[src/verilog/uer_pkg.sv]
// Purpose: Shared constants and types for the serial transceiver model
// Assumes: One 100 MHz clock, synchronous active-high reset
// Notes: Mode and lockout encodings are sequential from zero in declaration order
package uer_pkg;

  // ==========================================================
  // Character framing
  localparam int unsigned UER_CHAR_BITS = 8;
  localparam logic [3:0] UER_CHAR_LAST = 4'h7;
  localparam logic [3:0] UER_CNT_MAX = 4'hF;

  // ==========================================================
  // Reset values
  localparam logic [7:0] UER_ERRCNT_VALUE = 8'h00;
  localparam logic [7:0] UER_DATA_RST = 8'h00;
  localparam logic [3:0] UER_CNT_RST = 4'h0;
  localparam logic UER_RTS_N_RST = 1'b0;

  // ==========================================================
  // External clock must be this many internal clocks per period, at least
  localparam logic [3:0] UER_MIN_CLK_RATIO = 4'h9;
  localparam logic [3:0] UER_RATIO_START = 4'h1;

  // ==========================================================
  // Operating modes
  typedef enum logic [2:0] {
    UER_MODE_NORMAL,
    UER_MODE_HANDSHAKE,
    UER_MODE_ISO_T1,
    UER_MODE_SPI_SLAVE,
    UER_MODE_SYNC_SLAVE
  } uer_mode_t;

  // Receive lockout recovery sequence
  typedef enum logic [1:0] {
    UER_LK_OPEN,
    UER_LK_LOCKED,
    UER_LK_RST_SEEN,
    UER_LK_MODE_SEEN
  } uer_lock_t;

endpackage
[src/verilog/uer_core.sv]
// Purpose: Serial transceiver model with its known faulty behaviours
// Assumes: Strobe inputs come from logic on clk; pins are asynchronous
// Notes: Receiver shifts MSB first on serial clock rise
// What this block does
// - Error counter read returns zero always, regardless of errors.
// - T1 mode: after any transmit, receive locks until reset, mode, control rewrite.
// - Handshake mode keeps request-to-send low even when DMA buffer fills.
// - Normal mode: force-high command drives request-to-send high.
// - Force-low command drives request-to-send low again.
// - SPI slave over-length frame flags error and corrupts next reception.
module uer_core (
  input wire logic clk, // Core clock, 100 MHz
  input wire logic reset, // Synchronous reset, active high
  input wire uer_pkg::uer_mode_t mode_sel, // Operating mode from mode register
  input wire logic mode_write, // Pulse: mode register written
  input wire logic ctrl_write, // Pulse: control register written
  input wire logic rx_enable, // Receiver enabled level
  input wire logic rx_soft_reset, // Pulse: receiver soft reset
  input wire logic rts_force_high_cmd, // Pulse: force request-to-send high
  input wire logic rts_force_low_cmd, // Pulse: force request-to-send low
  input wire logic dma_rx_full, // DMA receive buffer full level
  input wire logic tx_char_done, // Pulse: a character was transmitted
  input wire logic iso_rx_strobe, // Pulse: smart-card character received
  input wire logic sclk_pin, // Serial clock pin
  input wire logic cs_n_pin, // Slave select pin, active low
  input wire logic mosi_pin, // Serial data pin
  output logic [7:0] iso_error_counter, // Error counter read value
  output logic iso_rx_accept, // Smart-card character accepted
  output logic t1_rx_locked, // Receive locked out in T1 mode
  output logic rts_n, // Request-to-send pin, active low
  output logic [7:0] rx_data, // Received character
  output logic rx_valid, // Pulse: rx_data is new
  output logic rx_corrupt, // Received character is damaged
  output logic overlength_err, // Pulse: frame had too many bits
  output logic clk_ratio_err // Pulse: external clock too fast
);
  import uer_pkg::*;

  logic sclk_rise, cs_n_rise, cs_n_sync, mosi_sync;

  // ==========================================================
  // Pin synchronisation
  uer_pin_sync u_sync (
    .clk(clk),
    .reset(reset),
    .sclk_pin(sclk_pin),
    .cs_n_pin(cs_n_pin),
    .mosi_pin(mosi_pin),
    .sclk_rise(sclk_rise),
    .cs_n_rise(cs_n_rise),
    .cs_n_sync(cs_n_sync),
    .mosi_sync(mosi_sync)
  );

  // ==========================================================
  // Error counter: the counter never reaches the read path
  logic [7:0] errcnt_ff, nxt_errcnt;

  always_comb begin
    nxt_errcnt = UER_ERRCNT_VALUE;
  end

  always_ff @(posedge clk) begin
    if (reset) begin
      errcnt_ff <= UER_ERRCNT_VALUE;
    end else begin
      errcnt_ff <= nxt_errcnt;
    end
  end

  assign iso_error_counter = errcnt_ff;

  // ==========================================================
  // T1 receive lockout and its recovery sequence
  uer_lock_t lock_ff, nxt_lock;

  // Only core reset or the ordered soft reset, mode write, control write reopens reception
  always_comb begin
    nxt_lock = lock_ff;
    case (lock_ff)
      UER_LK_OPEN: begin
        if (mode_sel == UER_MODE_ISO_T1 && tx_char_done) begin
          nxt_lock = UER_LK_LOCKED;
        end
      end
      UER_LK_LOCKED: begin
        if (rx_soft_reset) begin
          nxt_lock = UER_LK_RST_SEEN;
        end
      end
      UER_LK_RST_SEEN: begin
        if (tx_char_done) begin
          nxt_lock = UER_LK_LOCKED;
        end else if (mode_write) begin
          nxt_lock = UER_LK_MODE_SEEN;
        end
      end
      UER_LK_MODE_SEEN: begin
        if (tx_char_done) begin
          nxt_lock = UER_LK_LOCKED;
        end else if (ctrl_write) begin
          nxt_lock = UER_LK_OPEN;
        end
      end
      default: begin
        nxt_lock = UER_LK_OPEN;
      end
    endcase
  end

  always_ff @(posedge clk) begin
    if (reset) begin
      lock_ff <= UER_LK_OPEN;
    end else begin
      lock_ff <= nxt_lock;
    end
  end

  assign t1_rx_locked = (lock_ff != UER_LK_OPEN);
  assign iso_rx_accept = iso_rx_strobe & ~t1_rx_locked & rx_enable;

  // ==========================================================
  // Request-to-send; low wins if both commands land together
  logic rts_ff, nxt_rts;

  // Handshake mode ignores the buffer-full level, which is the fault
  always_comb begin
    nxt_rts = rts_ff;
    if (mode_sel == UER_MODE_HANDSHAKE) begin
      nxt_rts = 1'b0;
    end else if (rts_force_low_cmd) begin
      nxt_rts = 1'b0;
    end else if (rts_force_high_cmd && mode_sel == UER_MODE_NORMAL) begin
      nxt_rts = 1'b1;
    end
  end

  always_ff @(posedge clk) begin
    if (reset) begin
      rts_ff <= UER_RTS_N_RST;
    end else begin
      rts_ff <= nxt_rts;
    end
  end

  assign rts_n = rts_ff;

  // ==========================================================
  // Slave receiver: SPI slave framed by select, sync slave free-running
  logic [7:0] shift_ff, nxt_shift;
  logic [3:0] bits_ff, nxt_bits;
  logic pend_ff, nxt_pend;
  logic [7:0] data_ff, nxt_data;
  logic valid_ff, nxt_valid, corrupt_ff, nxt_corrupt, ovl_ff, nxt_ovl;
  logic spi_mode, sync_mode, take_bit;

  assign spi_mode = (mode_sel == UER_MODE_SPI_SLAVE);
  assign sync_mode = (mode_sel == UER_MODE_SYNC_SLAVE);
  assign take_bit = rx_enable & sclk_rise & ((spi_mode & ~cs_n_sync) | sync_mode);

  // Damage flag survives disable and soft reset; core reset or the next completed character clears it
  always_comb begin
    nxt_shift = shift_ff;
    nxt_bits = bits_ff;
    nxt_pend = pend_ff;
    nxt_data = data_ff;
    nxt_valid = 1'b0;
    nxt_corrupt = corrupt_ff;
    nxt_ovl = 1'b0;
    if (rx_soft_reset || (spi_mode && cs_n_rise)) begin
      nxt_shift = UER_DATA_RST;
      nxt_bits = UER_CNT_RST;
    end else if (take_bit) begin
      nxt_shift = {shift_ff[6:0], mosi_sync};
      if (bits_ff == UER_CHAR_LAST) begin
        nxt_valid = 1'b1;
        nxt_corrupt = pend_ff;
        nxt_pend = 1'b0;
        // A damaged character arrives one bit out of alignment
        nxt_data = pend_ff ? {shift_ff[5:0], mosi_sync, shift_ff[6]} :
                             {shift_ff[6:0], mosi_sync};
        nxt_bits = sync_mode ? UER_CNT_RST : bits_ff + 4'h1;
      end else if (bits_ff > UER_CHAR_LAST) begin
        if (bits_ff == UER_CHAR_LAST + 4'h1) begin
          nxt_ovl = 1'b1;
          nxt_pend = 1'b1;
        end
        if (bits_ff != UER_CNT_MAX) begin
          nxt_bits = bits_ff + 4'h1;
        end
      end else begin
        nxt_bits = bits_ff + 4'h1;
      end
    end
  end

  always_ff @(posedge clk) begin
    if (reset) begin
      shift_ff <= UER_DATA_RST;
      bits_ff <= UER_CNT_RST;
      pend_ff <= 1'b0;
      data_ff <= UER_DATA_RST;
      valid_ff <= 1'b0;
      corrupt_ff <= 1'b0;
      ovl_ff <= 1'b0;
    end else begin
      shift_ff <= nxt_shift;
      bits_ff <= nxt_bits;
      pend_ff <= nxt_pend;
      data_ff <= nxt_data;
      valid_ff <= nxt_valid;
      corrupt_ff <= nxt_corrupt;
      ovl_ff <= nxt_ovl;
    end
  end

  assign rx_data = data_ff;
  assign rx_valid = valid_ff;
  assign rx_corrupt = corrupt_ff;
  assign overlength_err = ovl_ff;

  // ==========================================================
  // External clock period check; zero count means no edge seen yet
  logic [3:0] per_ff, nxt_per;
  logic rerr_ff, nxt_rerr;

  always_comb begin
    nxt_per = per_ff;
    nxt_rerr = 1'b0;
    if (!sync_mode) begin
      nxt_per = UER_CNT_RST;
    end else if (sclk_rise) begin
      nxt_rerr = (per_ff != UER_CNT_RST) && (per_ff < UER_MIN_CLK_RATIO);
      nxt_per = UER_RATIO_START;
    end else if (per_ff != UER_CNT_RST && per_ff != UER_CNT_MAX) begin
      nxt_per = per_ff + 4'h1;
    end
  end

  always_ff @(posedge clk) begin
    if (reset) begin
      per_ff <= UER_CNT_RST;
      rerr_ff <= 1'b0;
    end else begin
      per_ff <= nxt_per;
      rerr_ff <= nxt_rerr;
    end
  end

  assign clk_ratio_err = rerr_ff;
endmodule // uer_core

[src/verilog/uer_pin_sync.sv]
// Purpose: Two-stage synchroniser for serial clock, select and data pins
// Assumes: Pins are asynchronous to clk
// Notes: First stage feeds only the second; edges come from later stages
module uer_pin_sync (
  input wire logic clk, // Core clock
  input wire logic reset, // Synchronous reset, active high
  input wire logic sclk_pin, // Serial clock pin
  input wire logic cs_n_pin, // Slave select pin, active low
  input wire logic mosi_pin, // Serial data pin
  output logic sclk_rise, // One-cycle pulse on serial clock rise
  output logic cs_n_rise, // One-cycle pulse at end of select
  output logic cs_n_sync, // Synchronised select level
  output logic mosi_sync // Synchronised data level
);

  logic [2:0] meta_ff, nxt_meta;
  logic [2:0] sync_ff, nxt_sync;
  logic [1:0] prev_ff, nxt_prev;

  // ==========================================================
  // Next values: meta -> sync -> previous copy for edge detection
  always_comb begin
    nxt_meta = {sclk_pin, cs_n_pin, mosi_pin};
    nxt_sync = meta_ff;
    nxt_prev = sync_ff[2:1];
  end

  // Registers; select idles high so no false edge after reset
  always_ff @(posedge clk) begin
    if (reset) begin
      meta_ff <= 3'b010;
      sync_ff <= 3'b010;
      prev_ff <= 2'b01;
    end else begin
      meta_ff <= nxt_meta;
      sync_ff <= nxt_sync;
      prev_ff <= nxt_prev;
    end
  end

  assign sclk_rise = sync_ff[2] & ~prev_ff[1];
  assign cs_n_rise = sync_ff[1] & ~prev_ff[0];
  assign cs_n_sync = sync_ff[1];
  assign mosi_sync = sync_ff[0];

endmodule // uer_pin_sync

[config.mk]
export PLATFORM = sky130hd
export DESIGN_NAME = uer_core
export DESIGN_NICKNAME = d
export VERILOG_FILES = /design/src/verilog/uer_pkg.sv /design/src/verilog/uer_core.sv /design/src/verilog/uer_pin_sync.sv
export SDC_FILE = /design/constraint.sdc
export NUM_CORES = 1
export LEC_CHECK = 0
export BUFFER_PORTS_ARGS = -buffer_cell sky130_fd_sc_hd__buf_4
export CORE_UTILIZATION = 48
export DETAILED_ROUTE_END_ITERATION = 16
export PLACE_DENSITY = 0.79
export SLEW_MARGIN = 10
export SYNTH_ARGS = -nofsm -noshare
export SYNTH_HDL_FRONTEND = slang
export SYNTH_SLANG_ARGS = --single-unit
export TNS_END_PERCENT = 30
[constraint.sdc]
create_clock -name clk -period 1.6 [get_ports clk]
set_input_delay 0 -clock clk [delete_from_list [all_inputs] [get_ports clk]]
set_output_delay 0 -clock clk [all_outputs]
set_load 0.005 [all_outputs]
==> metrics.txt <==
number of flops mapped to enable cells by yosys=0; count of placed standard cells in the final layout, fillers left out=285; max frequency=664 MHz; most common cell after layout, fill and taps aside=sky130_fd_sc_hd__dfxtp_1; largest driver fanout on the critical path=12; cell count after placement=271; Max Slew Vio Count=0; share of layout cells above drive strength 1=23.8%; wirelength, routed=3840 um; clock tree buffer depth=2; Die X-Extent=63.3 um; die height=63.3 um; number of vias in the routed layout=1542; pin slew with the least headroom to its limit=509 ps; worst slew margin relative to its limit=66.0%; CP Data Required Time=1800 ps; number of antenna violations at the first check in global routing=0; number of warning messages in the yosys log=0; internal power=0.00134 W; layout-stage area growth over the synthesis result=23.2%; total net switching power=0.000393 W; area of all placed cells without fillers=2220 um2; number of sinks driven by the clock tree=39; Clock Latency Late Sink=290 ps; outcome=finished, final reports clean; number of antenna-violating nets in the routed design=0; sequential standard cell area=782 um2; crit path launch type=register; footprint of the multi-input gates=913 um2; die area=4000 um2; critical path endpoint category=register; GRT Max-Usage Layer=met2; hold slack=36.7 ps; number of fill cells in the layout=301; count of input and output buffers=30; overall track demand over capacity in global routing=21.4%; min-delay worst type=input port to register; power density cells=780 nW/um2; largest net degree at the start of global routing=24; Async SR Flop Fraction=0%; Cell Rows=21; post-CTS setup buffers=0; count of different cell masters after synthesis=39; detailed router's first-iteration violation count=62; Setup Skew=4.54 ps; routing usage on met3=6.88%; share of the clock period used by the worst path=94.1%; HPWL after detailed placement=2400 um; master cell of the clock root buffer=sky130_fd_sc_hd__clkbuf_8; clock slew seen by the registers of the worst setup and hold paths=70 ps; GRT met2 Usage=34.8%; standard cell area after detailed placement=2070 um2; RSZ-0062 raised after global routing=no; weighted congestion reported at the end of routability-driven placement=0.746; number of max-cap violations=0; number of register bits inferred by synthesis=39; total negative slack for setup checks=0 ps; share of total power in sequential cells=56.9%; most used cells in the layout excluding fill and tap cells=sky130_fd_sc_hd__dfxtp_1, sky130_fd_sc_hd__buf_4, sky130_fd_sc_hd__a21oi_1, sky130_fd_sc_hd__nand2_1, sky130_fd_sc_hd__nor2_1; number of cells produced by synthesis=197; routed wirelength normalized by instance count=13.5 um; standard cell core area=3470 um2; number of CTS-inserted buffers=5; largest voltage drop on the vdd net=0.378 mV; final-report setup violation count=0; Ant. Diodes=0; number of nets in the layout=260; fraction of the yosys area taken by sequential cells=43.3%; Comb pwr share=6.2%; global routing usage on met1=24.9%; synthesized cell area=1800 um2; initial core utilization=51.9%; mean number of vias per cell=5.41; number of remaining DRC errors=0; vias in the first global route=1500; Pleak=0.837 nW; data arrival time at the worst-slack endpoint=1710 ps; most used flip-flop cell after synthesis=sky130_fd_sc_hd__dfxtp_1; H-Tree Level Count=2; global route total overflow=0; wire length of the first global-routing pass=6640 um; total design power=0.00173 W; Clock Power Share=36.8%; post-layout minimum cycle time=1510 ps; Avg Synthesized Cell Area=9.15 um2; critical path class=register to register; TritonRoute pass-1 iters=4; Final Hold Vio Count=0; Boundary Pins=40; share of total power consumed by net switching=22.7%; CTS tree=yes
[power by group through the flow]
stage          combinational, W  clock, W  sequential, W
2_1_floorplan         0.0000599         0        0.00101
3_3_place_gp          0.0000948         0        0.00101
3_5_place_dp          0.0000960         0        0.00101
4_1_cts                0.000107  0.000651       0.000986
5_1_grt                0.000119  0.000703       0.000988
6_report               0.000108  0.000638       0.000986
[Yosys cell counts (all sizes together) (2+ instances only)]
library cell	number	share of area [%]
or2	4	1.4
nand2b	4	1.4
nor4	2	0.69
buf	15	6.2
ha	5	3.5
a211oi	4	1.7
nor3	4	1.1
nand3	5	1.4
mux2i	9	5.0
inv	6	1.2
nor2b	6	2.1
and4bb	2	1.4
dfxtp	39	43
clkbuf	3	0.62
nand3b	2	0.83
a21oi	28	7.8
nand2	19	4.0
nor2	10	2.1
o21ai	4	1.1
a311oi	9	4.4
a31oi	3	1.0
[per-layer routing]
layer / vias up / routed length (um)
met4: 0 / 89
met2: 39 / 1800
met1: 724 / 1760
met5: - / 0
li1: 770 / -
met3: 9 / 194
[flip-flops by register name (all words and copies together), names as in the netlist, 2 cells and up]
signal and count:
bits_ff 4, rx_data 8, u_sync.prev_ff 2, u_sync.sync_ff 3, shift_ff 7, u_sync.meta_ff 3
lock_ff 2, per_ff 4
[through the flow]
| stage | setup slack (ps) | utilization, % |
|---|---|---|
| global placement | 55.6 | 59.6 |
| detailed placement | 3.14 | 59.6 |
| CTS | 39.3 | 63.8 |
| finish | 94.3 | 64.0 |
| floorplan | 22.2 | - |
| global route | 3.72 | 64.0 |
[path summary, 6_finish.rpt]
path | start | endpoint | slack [ps] | cells past startpoint
max | u_sync.sync_ff[1]$_SDFF_PP1_ | rx_data[2]$_SDFFE_PP0P_ | 90 | 4
max reg2reg | u_sync.sync_ff[1]$_SDFF_PP1_ | rx_data[2]$_SDFFE_PP0P_ | 90 | 4
min | rx_soft_reset | pend_ff$_SDFFE_PP0P_ | 40 | 4
min reg2reg | u_sync.meta_ff[1]$_SDFF_PP1_ | u_sync.sync_ff[1]$_SDFF_PP1_ | 410 | 1
[repair_timing]
action,4_1_cts,5_1_grt
cloned,1,0
pin swaps,0,5
setup endpoints to repair,3,11
hold endpoints to repair,4,0
hold buffers,5,0
gates resized for setup,0,3
[cells by family after synthesis]
family | after synthesis | share of synthesized area, %
and+or+nand+nor | 62 | 18.8
AOI/OAI and AO/OA | 56 | 20.6
DFF | 39 | 43.3
buffers and inverters | 24 | 8.12
muxes | 9 | 5.00
adders and majority gates | 5 | 3.47
other | 1 | 0.208
xor gates and xnor gates | 1 | 0.486
[final cells by class]
| type | instances | share of cell area [%] |
|---|---|---|
| multi-input cells | 142 | 41.1 |
| flip-flops and latches | 39 | 35.2 |
| repair buffers | 44 | 16.2 |
| clock buffers | 6 | 3.27 |
| well taps | 46 | 2.59 |
| inverters | 6 | 1.01 |
| clock inverters | 2 | 0.564 |
[critical path, stage by stage (launching register included)]
cell                       delay (ps)
sky130_fd_sc_hd__dfxtp_1          330
sky130_fd_sc_hd__and4bb_2         340
sky130_fd_sc_hd__o2111a_2         390
sky130_fd_sc_hd__a21oi_1          110
sky130_fd_sc_hd__a311oi_1         240
Power figures use the tool's default switching activity.
